**src/prs_consts.svh**
```systemverilog
`ifndef PRS_CONSTS_SVH
`define PRS_CONSTS_SVH

// Parameter numbers on the parameter access port
`define PRS_PAR_NUM_W 8
`define PRS_PAR_TEMP_LIMIT 8'h6e
`define PRS_PAR_MAINT_CMD 8'h71

// Temperature limit range and reset value, degrees Celsius
`define PRS_TEMP_MIN 16'h000a
`define PRS_TEMP_MAX 16'h0050
`define PRS_TEMP_RESET 16'h0050

// Maintenance command codes, 16-bit two's complement
`define PRS_CODE_RESET 16'hfffa
`define PRS_CODE_FACT_SAVE_MID 16'hfffb
`define PRS_CODE_USER_MID 16'hfffc
`define PRS_CODE_FACT_CLR_NET 16'hfffd
`define PRS_CODE_USER 16'hfffe
`define PRS_CODE_FACT 16'hffff
`define PRS_CODE_SAVE 16'h0001
`define PRS_CMD_RESET 16'h0000

`endif

```
**src/prs_pkg.sv**
```systemverilog
package prs_pkg;

  // Sequencer states
  typedef enum logic [1:0] {
    st_idle,
    st_load,
    st_save,
    st_mid
  } prs_state_e;

  // Steps that one maintenance command asks for
  typedef struct packed {
    logic load_fact;
    logic load_user;
    logic clear_net;
    logic save_nv;
    logic mid_run;
  } prs_action_s;

endpackage : prs_pkg

```
**src/prs_temp_limit.sv**
```systemverilog
`timescale 1ns/10ps
`include "prs_consts.svh"

module prs_temp_limit
  import prs_pkg::*;
(
  input wire logic sys_clk,
  input wire logic nrst,
  input wire logic wr_en,
  input wire logic [15:0] wdata,
  output logic wr_ok,
  output logic [15:0] limit
);

  // Range check, out-of-range writes leave the value alone
  assign wr_ok = (wdata >= `PRS_TEMP_MIN) && (wdata <= `PRS_TEMP_MAX);

  // Retained limit register
  always_ff @(posedge sys_clk or negedge nrst) begin
    if (!nrst) begin
      limit <= `PRS_TEMP_RESET;
    end else if (wr_en && wr_ok) begin
      limit <= wdata;
    end
  end
endmodule : prs_temp_limit

```
**src/prs_maint_cmd.sv**
```systemverilog
`timescale 1ns/10ps
`include "prs_consts.svh"

module prs_maint_cmd
  import prs_pkg::*;
(
  input wire logic sys_clk,
  input wire logic nrst,
  input wire logic par_req,
  input wire logic par_we,
  input wire logic [`PRS_PAR_NUM_W-1:0] par_num,
  input wire logic [15:0] par_wdata,
  input wire logic standstill,
  input wire logic [15:0] ctrl_word,
  input wire logic nv_done,
  input wire logic mid_done,
  output logic par_ack,
  output logic par_err,
  output logic [15:0] par_rdata,
  output logic [15:0] temp_limit,
  output logic full_reset,
  output logic load_fact,
  output logic load_user,
  output logic clear_net,
  output logic save_nv,
  output logic mid_start,
  output logic mid_abort,
  output logic ctrl_ignore,
  output logic run_inhibit
);

  // ****************************************
  // Access decode
  // ****************************************
  prs_state_e state;
  prs_state_e next_state;
  prs_action_s pend;
  prs_action_s dec_act;
  logic [15:0] cmd_value;
  logic [15:0] ctrl_ref;
  logic temp_ok;

  wire is_temp = (par_num == `PRS_PAR_TEMP_LIMIT);
  wire is_cmd = (par_num == `PRS_PAR_MAINT_CMD);
  wire wr = par_req && par_we;
  wire code_m6 = (par_wdata == `PRS_CODE_RESET);
  wire code_m5 = (par_wdata == `PRS_CODE_FACT_SAVE_MID);
  wire code_m4 = (par_wdata == `PRS_CODE_USER_MID);
  wire code_m3 = (par_wdata == `PRS_CODE_FACT_CLR_NET);
  wire code_m2 = (par_wdata == `PRS_CODE_USER);
  wire code_m1 = (par_wdata == `PRS_CODE_FACT);
  wire code_p1 = (par_wdata == `PRS_CODE_SAVE);
  wire code_valid = code_m6 | code_m5 | code_m4 | code_m3 | code_m2 | code_m1 | code_p1;
  // Save code 1 only at standstill, -5 and -3 save at any time; one command at a time, so a busy sequencer refuses
  wire code_ok = code_valid && (!code_p1 || standstill) && (state == st_idle);
  wire cmd_take = wr && is_cmd && code_ok;
  wire temp_take = wr && is_temp && temp_ok;
  wire req_ok = par_we ? (cmd_take || temp_take) : (is_temp || is_cmd);
  wire [15:0] next_rdata = is_temp ? temp_limit : (is_cmd ? cmd_value : 16'h0000);

  // Steps per code; network addressing only touched by -3
  assign dec_act.load_fact = code_m5 | code_m3 | code_m1;
  assign dec_act.load_user = code_m4 | code_m2;
  assign dec_act.clear_net = code_m3;
  assign dec_act.save_nv = code_m5 | code_m3 | code_p1;
  assign dec_act.mid_run = code_m5 | code_m4;

  prs_temp_limit u_temp (
    .sys_clk(sys_clk),
    .nrst(nrst),
    .wr_en(wr && is_temp),
    .wdata(par_wdata),
    .wr_ok(temp_ok),
    .limit(temp_limit)
  );

  // ****************************************
  // Sequencer
  // ****************************************
  // Any difference from the word seen at run start counts as a new command
  wire ctrl_changed = (ctrl_word != ctrl_ref);

  // Order is load, then save, then mid-travel run
  always_comb begin
    next_state = state;
    unique case (state)
      st_idle: begin
        if (cmd_take && !code_m6) begin
          next_state = st_load;
        end
      end
      st_load: begin
        if (pend.save_nv) begin
          next_state = st_save;
        end else if (pend.mid_run) begin
          next_state = st_mid;
        end else begin
          next_state = st_idle;
        end
      end
      st_save: begin
        if (nv_done) begin
          next_state = pend.mid_run ? st_mid : st_idle;
        end
      end
      st_mid: begin
        if (ctrl_changed || mid_done) begin
          next_state = st_idle;
        end
      end
    endcase
  end

  wire mid_enter = (next_state == st_mid) && (state != st_mid);
  wire next_abort = (state == st_mid) && ctrl_changed;
  // Stale control word must not replay its target once the run ends
  wire next_inhibit = ((state == st_mid) && mid_done && !ctrl_changed) || (run_inhibit && !ctrl_changed);

  // State and captured values
  always_ff @(posedge sys_clk or negedge nrst) begin
    if (!nrst) begin
      state <= st_idle;
      pend <= '0;
      cmd_value <= `PRS_CMD_RESET;
      ctrl_ref <= 16'h0000;
    end else begin
      state <= next_state;
      pend <= cmd_take ? dec_act : pend;
      cmd_value <= cmd_take ? par_wdata : cmd_value;
      ctrl_ref <= mid_enter ? ctrl_word : ctrl_ref;
    end
  end

  // Registered outputs, every action but ctrl_ignore and run_inhibit a one-cycle pulse
  always_ff @(posedge sys_clk or negedge nrst) begin
    if (!nrst) begin
      par_ack <= 1'b0;
      par_err <= 1'b0;
      par_rdata <= 16'h0000;
      full_reset <= 1'b0;
      load_fact <= 1'b0;
      load_user <= 1'b0;
      clear_net <= 1'b0;
      save_nv <= 1'b0;
      mid_start <= 1'b0;
      mid_abort <= 1'b0;
      ctrl_ignore <= 1'b0;
      run_inhibit <= 1'b0;
    end else begin
      par_ack <= par_req && req_ok;
      par_err <= par_req && !req_ok;
      par_rdata <= next_rdata;
      full_reset <= cmd_take && code_m6;
      load_fact <= cmd_take && dec_act.load_fact;
      load_user <= cmd_take && dec_act.load_user;
      clear_net <= cmd_take && dec_act.clear_net;
      save_nv <= (state == st_load) && pend.save_nv;
      mid_start <= mid_enter;
      mid_abort <= next_abort;
      ctrl_ignore <= (next_state == st_mid);
      run_inhibit <= next_inhibit;
    end
  end
endmodule : prs_maint_cmd

```
**config.mk**
```make
export PLATFORM = sky130hd
export DESIGN_NAME = prs_maint_cmd
export DESIGN_NICKNAME = d
export VERILOG_FILES = /design/src/prs_pkg.sv /design/src/prs_temp_limit.sv /design/src/prs_maint_cmd.sv
export VERILOG_INCLUDE_DIRS = /design/src
export SDC_FILE = /design/constraint.sdc
export NUM_CORES = 1
export LEC_CHECK = 0
export BUFFER_PORTS_ARGS = -buffer_cell sky130_fd_sc_hd__buf_2
export CORE_ASPECT_RATIO = 1.1
export CORE_MARGIN = 3
export CORE_UTILIZATION = 56
export CTS_CLUSTER_SIZE = 28
export DETAILED_ROUTE_END_ITERATION = 8
export PLACE_DENSITY = 0.82
export SYNTH_ARGS = -nofsm -noshare
export SYNTH_HDL_FRONTEND = slang
export SYNTH_SLANG_ARGS = --single-unit
export TNS_END_PERCENT = 1
```
**constraint.sdc**
```tcl
create_clock -name sys_clk -period 4.6 [get_ports sys_clk]
set_input_delay 0.92 -clock sys_clk [delete_from_list [all_inputs] [get_ports sys_clk]]
set_output_delay 0.92 -clock sys_clk [all_outputs]
set_load 0.03 [all_outputs]
```
## After elaboration in Yosys (flattened, before gate mapping)

Index checks and enable logic that the tools add are counted.
Widths: inputs -> output; s select.

- Shift operators: 0
- Add/sub/neg operators: 0
- Equality and inequality tests: 15
- Bitwise operators: 11
- Div/mod/pow operators: 0
- Multipliers: 0
- Reduce and logical (&&, ||, !) cells: 31
- Mux-type cells: 9
- Order comparisons: 2

Operator list:

| cell | count |
|---|---|
| $eq 16x16->1 const B | 6 |
| $mux 16 | 2 |
| $logic_and 1x1->1 | 21 |
| $eq 16x1->1 const B | 1 |
| $eq 8x7->1 const B | 2 |
| $ge 16x4->1 const B | 1 |
| $le 16x7->1 const B | 1 |
| $ne 16x16->1 | 1 |
| $or 1x1->1 | 11 |
| $mux 2 | 5 |
| $pmux 2 s4 | 1 |
| $eq 2x2->1 const B | 3 |
| $logic_or 1x1->1 | 5 |
| $logic_not 1->1 | 4 |
| $eq 2x1->1 const B | 1 |
| $logic_not 2->1 | 1 |
| $ne 2x2->1 const B | 1 |
| $mux 1 | 1 |

- Logic and storage cells: 86
- Output and inout port bits: 43
- Bits in latches: 0
- Memories: 0
- Input port bits: 47
- Register bits: 79
- Bits in writable memories: 0
- Memory bits (read-only): 0

## Logic depth before layout (Yosys ltp)

- Word-level depth: 15
- Mapped depth: 7
- Depth with buffers taken out: 5

## Hierarchy

A second synthesis with hierarchy kept.

- Cell total of the unflattened synthesis: 259
- Area total of the unflattened synthesis: 3,520.9 sq um

By module, submodules not included:

| module | cells an instance | times used | seq. area each (sq um) | area each (sq um) |
|---|---|---|---|---|
| prs_maint_cmd | 216 | 1 | 1,576.5 | 2,854.0 |
| prs_temp_limit | 43 | 1 | 402.9 | 666.9 |

## Worst setup path after synthesis

Ideal clock, no wire load.

- Path kind: input port to flip-flop
- Start point: input port par_wdata[12]
- End point: register cmd_value[0]
- Stages: 4
- Setup slack: 2,220 ps
- Required time: 4,475 ps
- Setup time: 125 ps
- Arrival: 2,256 ps
- Buffers on the path: 0
- Cell sequence: or4_4 nor4_4 a32oi_2 mux2_2

- Longest elaborated chain between the ends: 10
- Elaborated cells on any way between the ends: 18
- Classes of those cells: 7 x eq/ne; 6 x bitwise; 5 x reduce/logical

Ends and longest elaborated chain:

| what | line | text |
|---|---|---|
| from (decl) | prs_maint_cmd.sv:12 | `input wire logic [15:0] par_wdata,` |
| $eq 16x16->1 (no line) | n/a |  |
| $or 1x1->1 (6 in series) | prs_maint_cmd.sv:53 | `wire code_valid = code_m6 \| code_m5 \| code_m4 \| code_m3 \| code_m2 \| code_m1 \| code_p1;` |
| $logic_and 1x1->1 * (2 in series) | prs_maint_cmd.sv:55 | `wire code_ok = code_valid && (!code_p1 \|\| standstill) && (state == st_idle);` |
| $logic_and 1x1->1 * | prs_maint_cmd.sv:56 | `wire cmd_take = wr && is_cmd && code_ok;` |
| to (signal assigned) | prs_maint_cmd.sv:124 | `` cmd_value <= `PRS_CMD_RESET; `` |
| to (signal assigned) | prs_maint_cmd.sv:129 | `cmd_value <= cmd_take ? par_wdata : cmd_value;` |
| to (decl) | prs_maint_cmd.sv:39 | `logic [15:0] cmd_value;` |

Mark *: on every way between the ends. The rest lies on a longest branch, timed or not.
A chain may end at the register's enable or synchronous reset.

## Worst setup path in the final report

- Start point: input port par_num[1]
- End point: register state[0]

- Longest elaborated chain between the ends: 6

Ends and longest elaborated chain:

| what | line | text |
|---|---|---|
| from (decl) | prs_maint_cmd.sv:11 | `` input wire logic [`PRS_PAR_NUM_W-1:0] par_num, `` |
| $eq 8x7->1 (no line) | n/a |  |
| $logic_and 1x1->1 (2 in series) | prs_maint_cmd.sv:56 |  |
| $logic_and 1x1->1 | prs_maint_cmd.sv:88 | `if (cmd_take && !code_m6) begin` |
| $mux 2 | prs_maint_cmd.sv:88 |  |
| $pmux 2 s4 | prs_maint_cmd.sv:86 | `unique case (state)` |
| via next_state[0] | prs_maint_cmd.sv:36 | `prs_state_e next_state;` |
| to (signal assigned) | prs_maint_cmd.sv:122 | `state <= st_idle;` |
| to (signal assigned) | prs_maint_cmd.sv:127 | `state <= next_state;` |
| to (decl) | prs_maint_cmd.sv:35 | `prs_state_e state;` |

The timed path passes the listed nets, and every way through them passes these cells.

==> impl_metrics.env <==
export IMPL_slew_violations=0
export IMPL_power_density_nw_per_um2=335
export IMPL_cp_startpoint="par_num[1]"
export IMPL_crit_path_end_kind="flip-flop"
export IMPL_seqPwrFrac=0.537
export IMPL_detailed_place_hpwl_mm=4.70
export IMPL_ios=90
export IMPL_yosysSeqAreaShare=0.589
export IMPL_switching_share=0.256
export IMPL_worst_slew_pin_slew_ps=948
export IMPL_setup_violations=0
export IMPL_fin_crit_ps=2540
export IMPL_yosysUniqueCellTypes=46
export IMPL_synth_seq_cells=79
export IMPL_cap_viol_max_count=0
export IMPL_postCtsHoldBufs=0
export IMPL_vias=2350
export IMPL_post_drt_wl_per_cell_um=15.6
export IMPL_gp_congestion=0.809
export IMPL_cts_setup_buffers=0
export IMPL_intPower_mw=1.01
export IMPL_outcome="finished clean"
export IMPL_r2r_end="load_fact$_DFF_PN0_"
export IMPL_drive_gt1_frac=0.403
export IMPL_critPathRequiredTime_ps=4890
export IMPL_finalSetupTns_ps=0
export IMPL_syn_area_sq_um=3360
export IMPL_yosysTopAreaCell="dfrtp_1"
export IMPL_grt_first_pass_wirelength_mm=11.1
export IMPL_rsz0062_at_grt="no"
export IMPL_power_leakage_nw=2.32
export IMPL_cts_tree="built"
export IMPL_grt_pass1_vias=2329
export IMPL_yosys_warnings=0
export IMPL_pwr_share_clk=0.382
export IMPL_period_share=0.552
export IMPL_cts_sinks=79
export IMPL_worstSetupStartpointType="input pin"
export IMPL_drt_initial_drc_count=122
export IMPL_switchingPower_uw=346
export IMPL_final_fill_count=435
export IMPL_overflow=0
export IMPL_min_path_type="flip-flop to flip-flop"
export IMPL_diodes=0
export IMPL_synthesis_area_per_instance_sq_um=12.9
export IMPL_io_buffers=89
export IMPL_netlist_area_leader_share=0.573
export IMPL_cts_buffer_depth=2
export IMPL_syn_nets=307
export IMPL_multi_input_area_sq_um=1300
export IMPL_critPathArrivalTime_ps=2830
export IMPL_chipWidth_um=79.9
export IMPL_finClkSkew_ps=11.3
export IMPL_layout_commonest_cell="buf_2"
export IMPL_hold_ws_ps=482
export IMPL_coreArea_sq_um=5610
export IMPL_die_h_um=87.3
export IMPL_start_util=0.600
export IMPL_antenna_left=0
export IMPL_root_buffer="clkbuf_8"
export IMPL_worst_r2r_path_depth=5
export IMPL_antenna_found_initial=0
export IMPL_whs_path_depth=1
export IMPL_vdd_drop_max_mv=0.259
export IMPL_synth_area_leaders="dfrtp_1 (57%), mux2_2 (8.7%), a22o_1 (4.2%)"
export IMPL_first_pass_iters=4
export IMPL_worst_setup_path_type="input pin to flip-flop"
export IMPL_track_usage=0.209
export IMPL_regArea_sq_um=1980
export IMPL_fp_dieArea_sq_um=6970
export IMPL_post_cts_resized=0
export IMPL_cts_htree_levels=3
export IMPL_path_max_fanout=18
export IMPL_reg2reg_from="state[1]$_DFF_PN0_"
export IMPL_endpoint="state[0]$_DFF_PN0_"
export IMPL_hold_violations=0
export IMPL_clock_fmax_mhz=394
export IMPL_syn_inst=260
export IMPL_nNetsFinal=394
export IMPL_slew_headroom=0.368
export IMPL_clkSlewWorstSetupHoldPaths_ps=80
export IMPL_rrSetupSlack_ps=2560
export IMPL_areaGrowthSynthToFinish_pct=20.1
export IMPL_drc=0
export IMPL_drt_wl_total_mm=6.65
export IMPL_cts_buffers=9
export IMPL_comb_power_share=0.081
export IMPL_final_cell_mix="buf_2 (88), dfrtp_1 (77), mux2_2 (26), a22o_1 (16), xor2_1 (16)"
export IMPL_fp_row_count=28
export IMPL_grt_max_degree=80
export IMPL_insertion_delay_ps=350
export IMPL_via_per_inst=5.50
export IMPL_power_mw=1.35
[area by class of cell]
| cell class | instances | area share |
|---|---|---|
| clock buffers | 9 | 0.0307 |
| repair buffers | 89 | 0.111 |
| multi-input cells | 163 | 0.321 |
| clock inverters | 7 | 0.0192 |
| flip-flops and latches | 79 | 0.490 |
| well taps | 75 | 0.0232 |
| inverters | 5 | 0.00465 |
[state kept, by name, indices dropped and copies added (netlist names), 2 cells and up]
register	flops
par_rdata	16
pend	2
state	2
u_temp.limit	16
cmd_value	16
ctrl_ref	16
[layer usage]
layer	up-vias	wire length, um	share of wire	track usage
met4	0	87	0.013	0.0691
li1	1113	-	-	-
met1	1147	2800	0.42	0.264
met3	10	425	0.064	0.0507
met5	-	0	0	0
met2	80	3330	0.50	0.352
[worst max-delay path, stage by stage]
cell,delay (ps)
buf_2,100
nor4b_1,330
and3_1,680
a32oi_2,360
o21ai_0,270
o31a_1,160
[Yosys cell counts, drive strengths merged]
cell type,number
a32o,1
a32oi,1
and4b,1
a211o,1
nor3b,4
nor4bb,1
or4b,1
nand3,1
o21ai,5
dfstp,2
o211ai,1
o41a,1
nand3b,1
xor2,16
clkbuf,5
a31oi,2
nand2b,1
or4,2
nor4,9
a21oi,7
nor4b,1
o31a,1
a211oi,1
a21o,13
a22o,16
and4,1
and3b,3
nor2b,3
inv,5
dfrtp,77
nor3,2
nor2,11
nand4,5
buf,8
and2,12
nand2,10
and3,2
mux2,26
[worst min-delay path by stage]
stage | from | end | slack, ps
floorplan | cmd_value[10]$_DFFE_PN0N_ | cmd_value[10]$_DFFE_PN0N_ | 450
global placement | cmd_value[4]$_DFFE_PN0N_ | cmd_value[4]$_DFFE_PN0N_ | 460
detailed placement | cmd_value[8]$_DFFE_PN0N_ | cmd_value[8]$_DFFE_PN0N_ | 470
CTS | cmd_value[8]$_DFFE_PN0N_ | cmd_value[8]$_DFFE_PN0N_ | 490
global route | cmd_value[15]$_DFFE_PN0N_ | cmd_value[15]$_DFFE_PN0N_ | 510
finish | cmd_value[14]$_DFFE_PN0N_ | cmd_value[14]$_DFFE_PN0N_ | 480
[cell families (layout without fill, tap and decap cells)]
family,after synthesis,count (layout),synth area share
AO/OA/AOI/OAI,50,50,0.116
XOR/XNOR,16,16,0.0417
buffers and inverters,18,110,0.0260
flip-flops,79,79,0.589
multiplexers,26,26,0.0871
AND/OR/NAND/NOR,71,71,0.141
[metrics by stage]
stage                     cells  cell area [sq um]  worst slack (ps)   util
after global routing        427               4040              1870  0.720
after floorplan             260               3360              2220      -
after detailed placement    411               3840              1690  0.684
after CTS                   427               4040              2060  0.720
after global placement      411               3840              1750  0.684
final                       427               4040              2060  0.720
[power by group through the flow]
stage / registers (mW) / logic, mW / clock network (mW)
3_5_place_dp: 0.740 / 0.111 / 0
4_1_cts: 0.726 / 0.111 / 0.530
5_1_grt: 0.730 / 0.123 / 0.568
3_3_place_gp: 0.739 / 0.107 / 0
2_1_floorplan: 0.736 / 0.0602 / 0
6_report: 0.726 / 0.110 / 0.518
No activity file was read; power rests on OpenSTA's default activity.
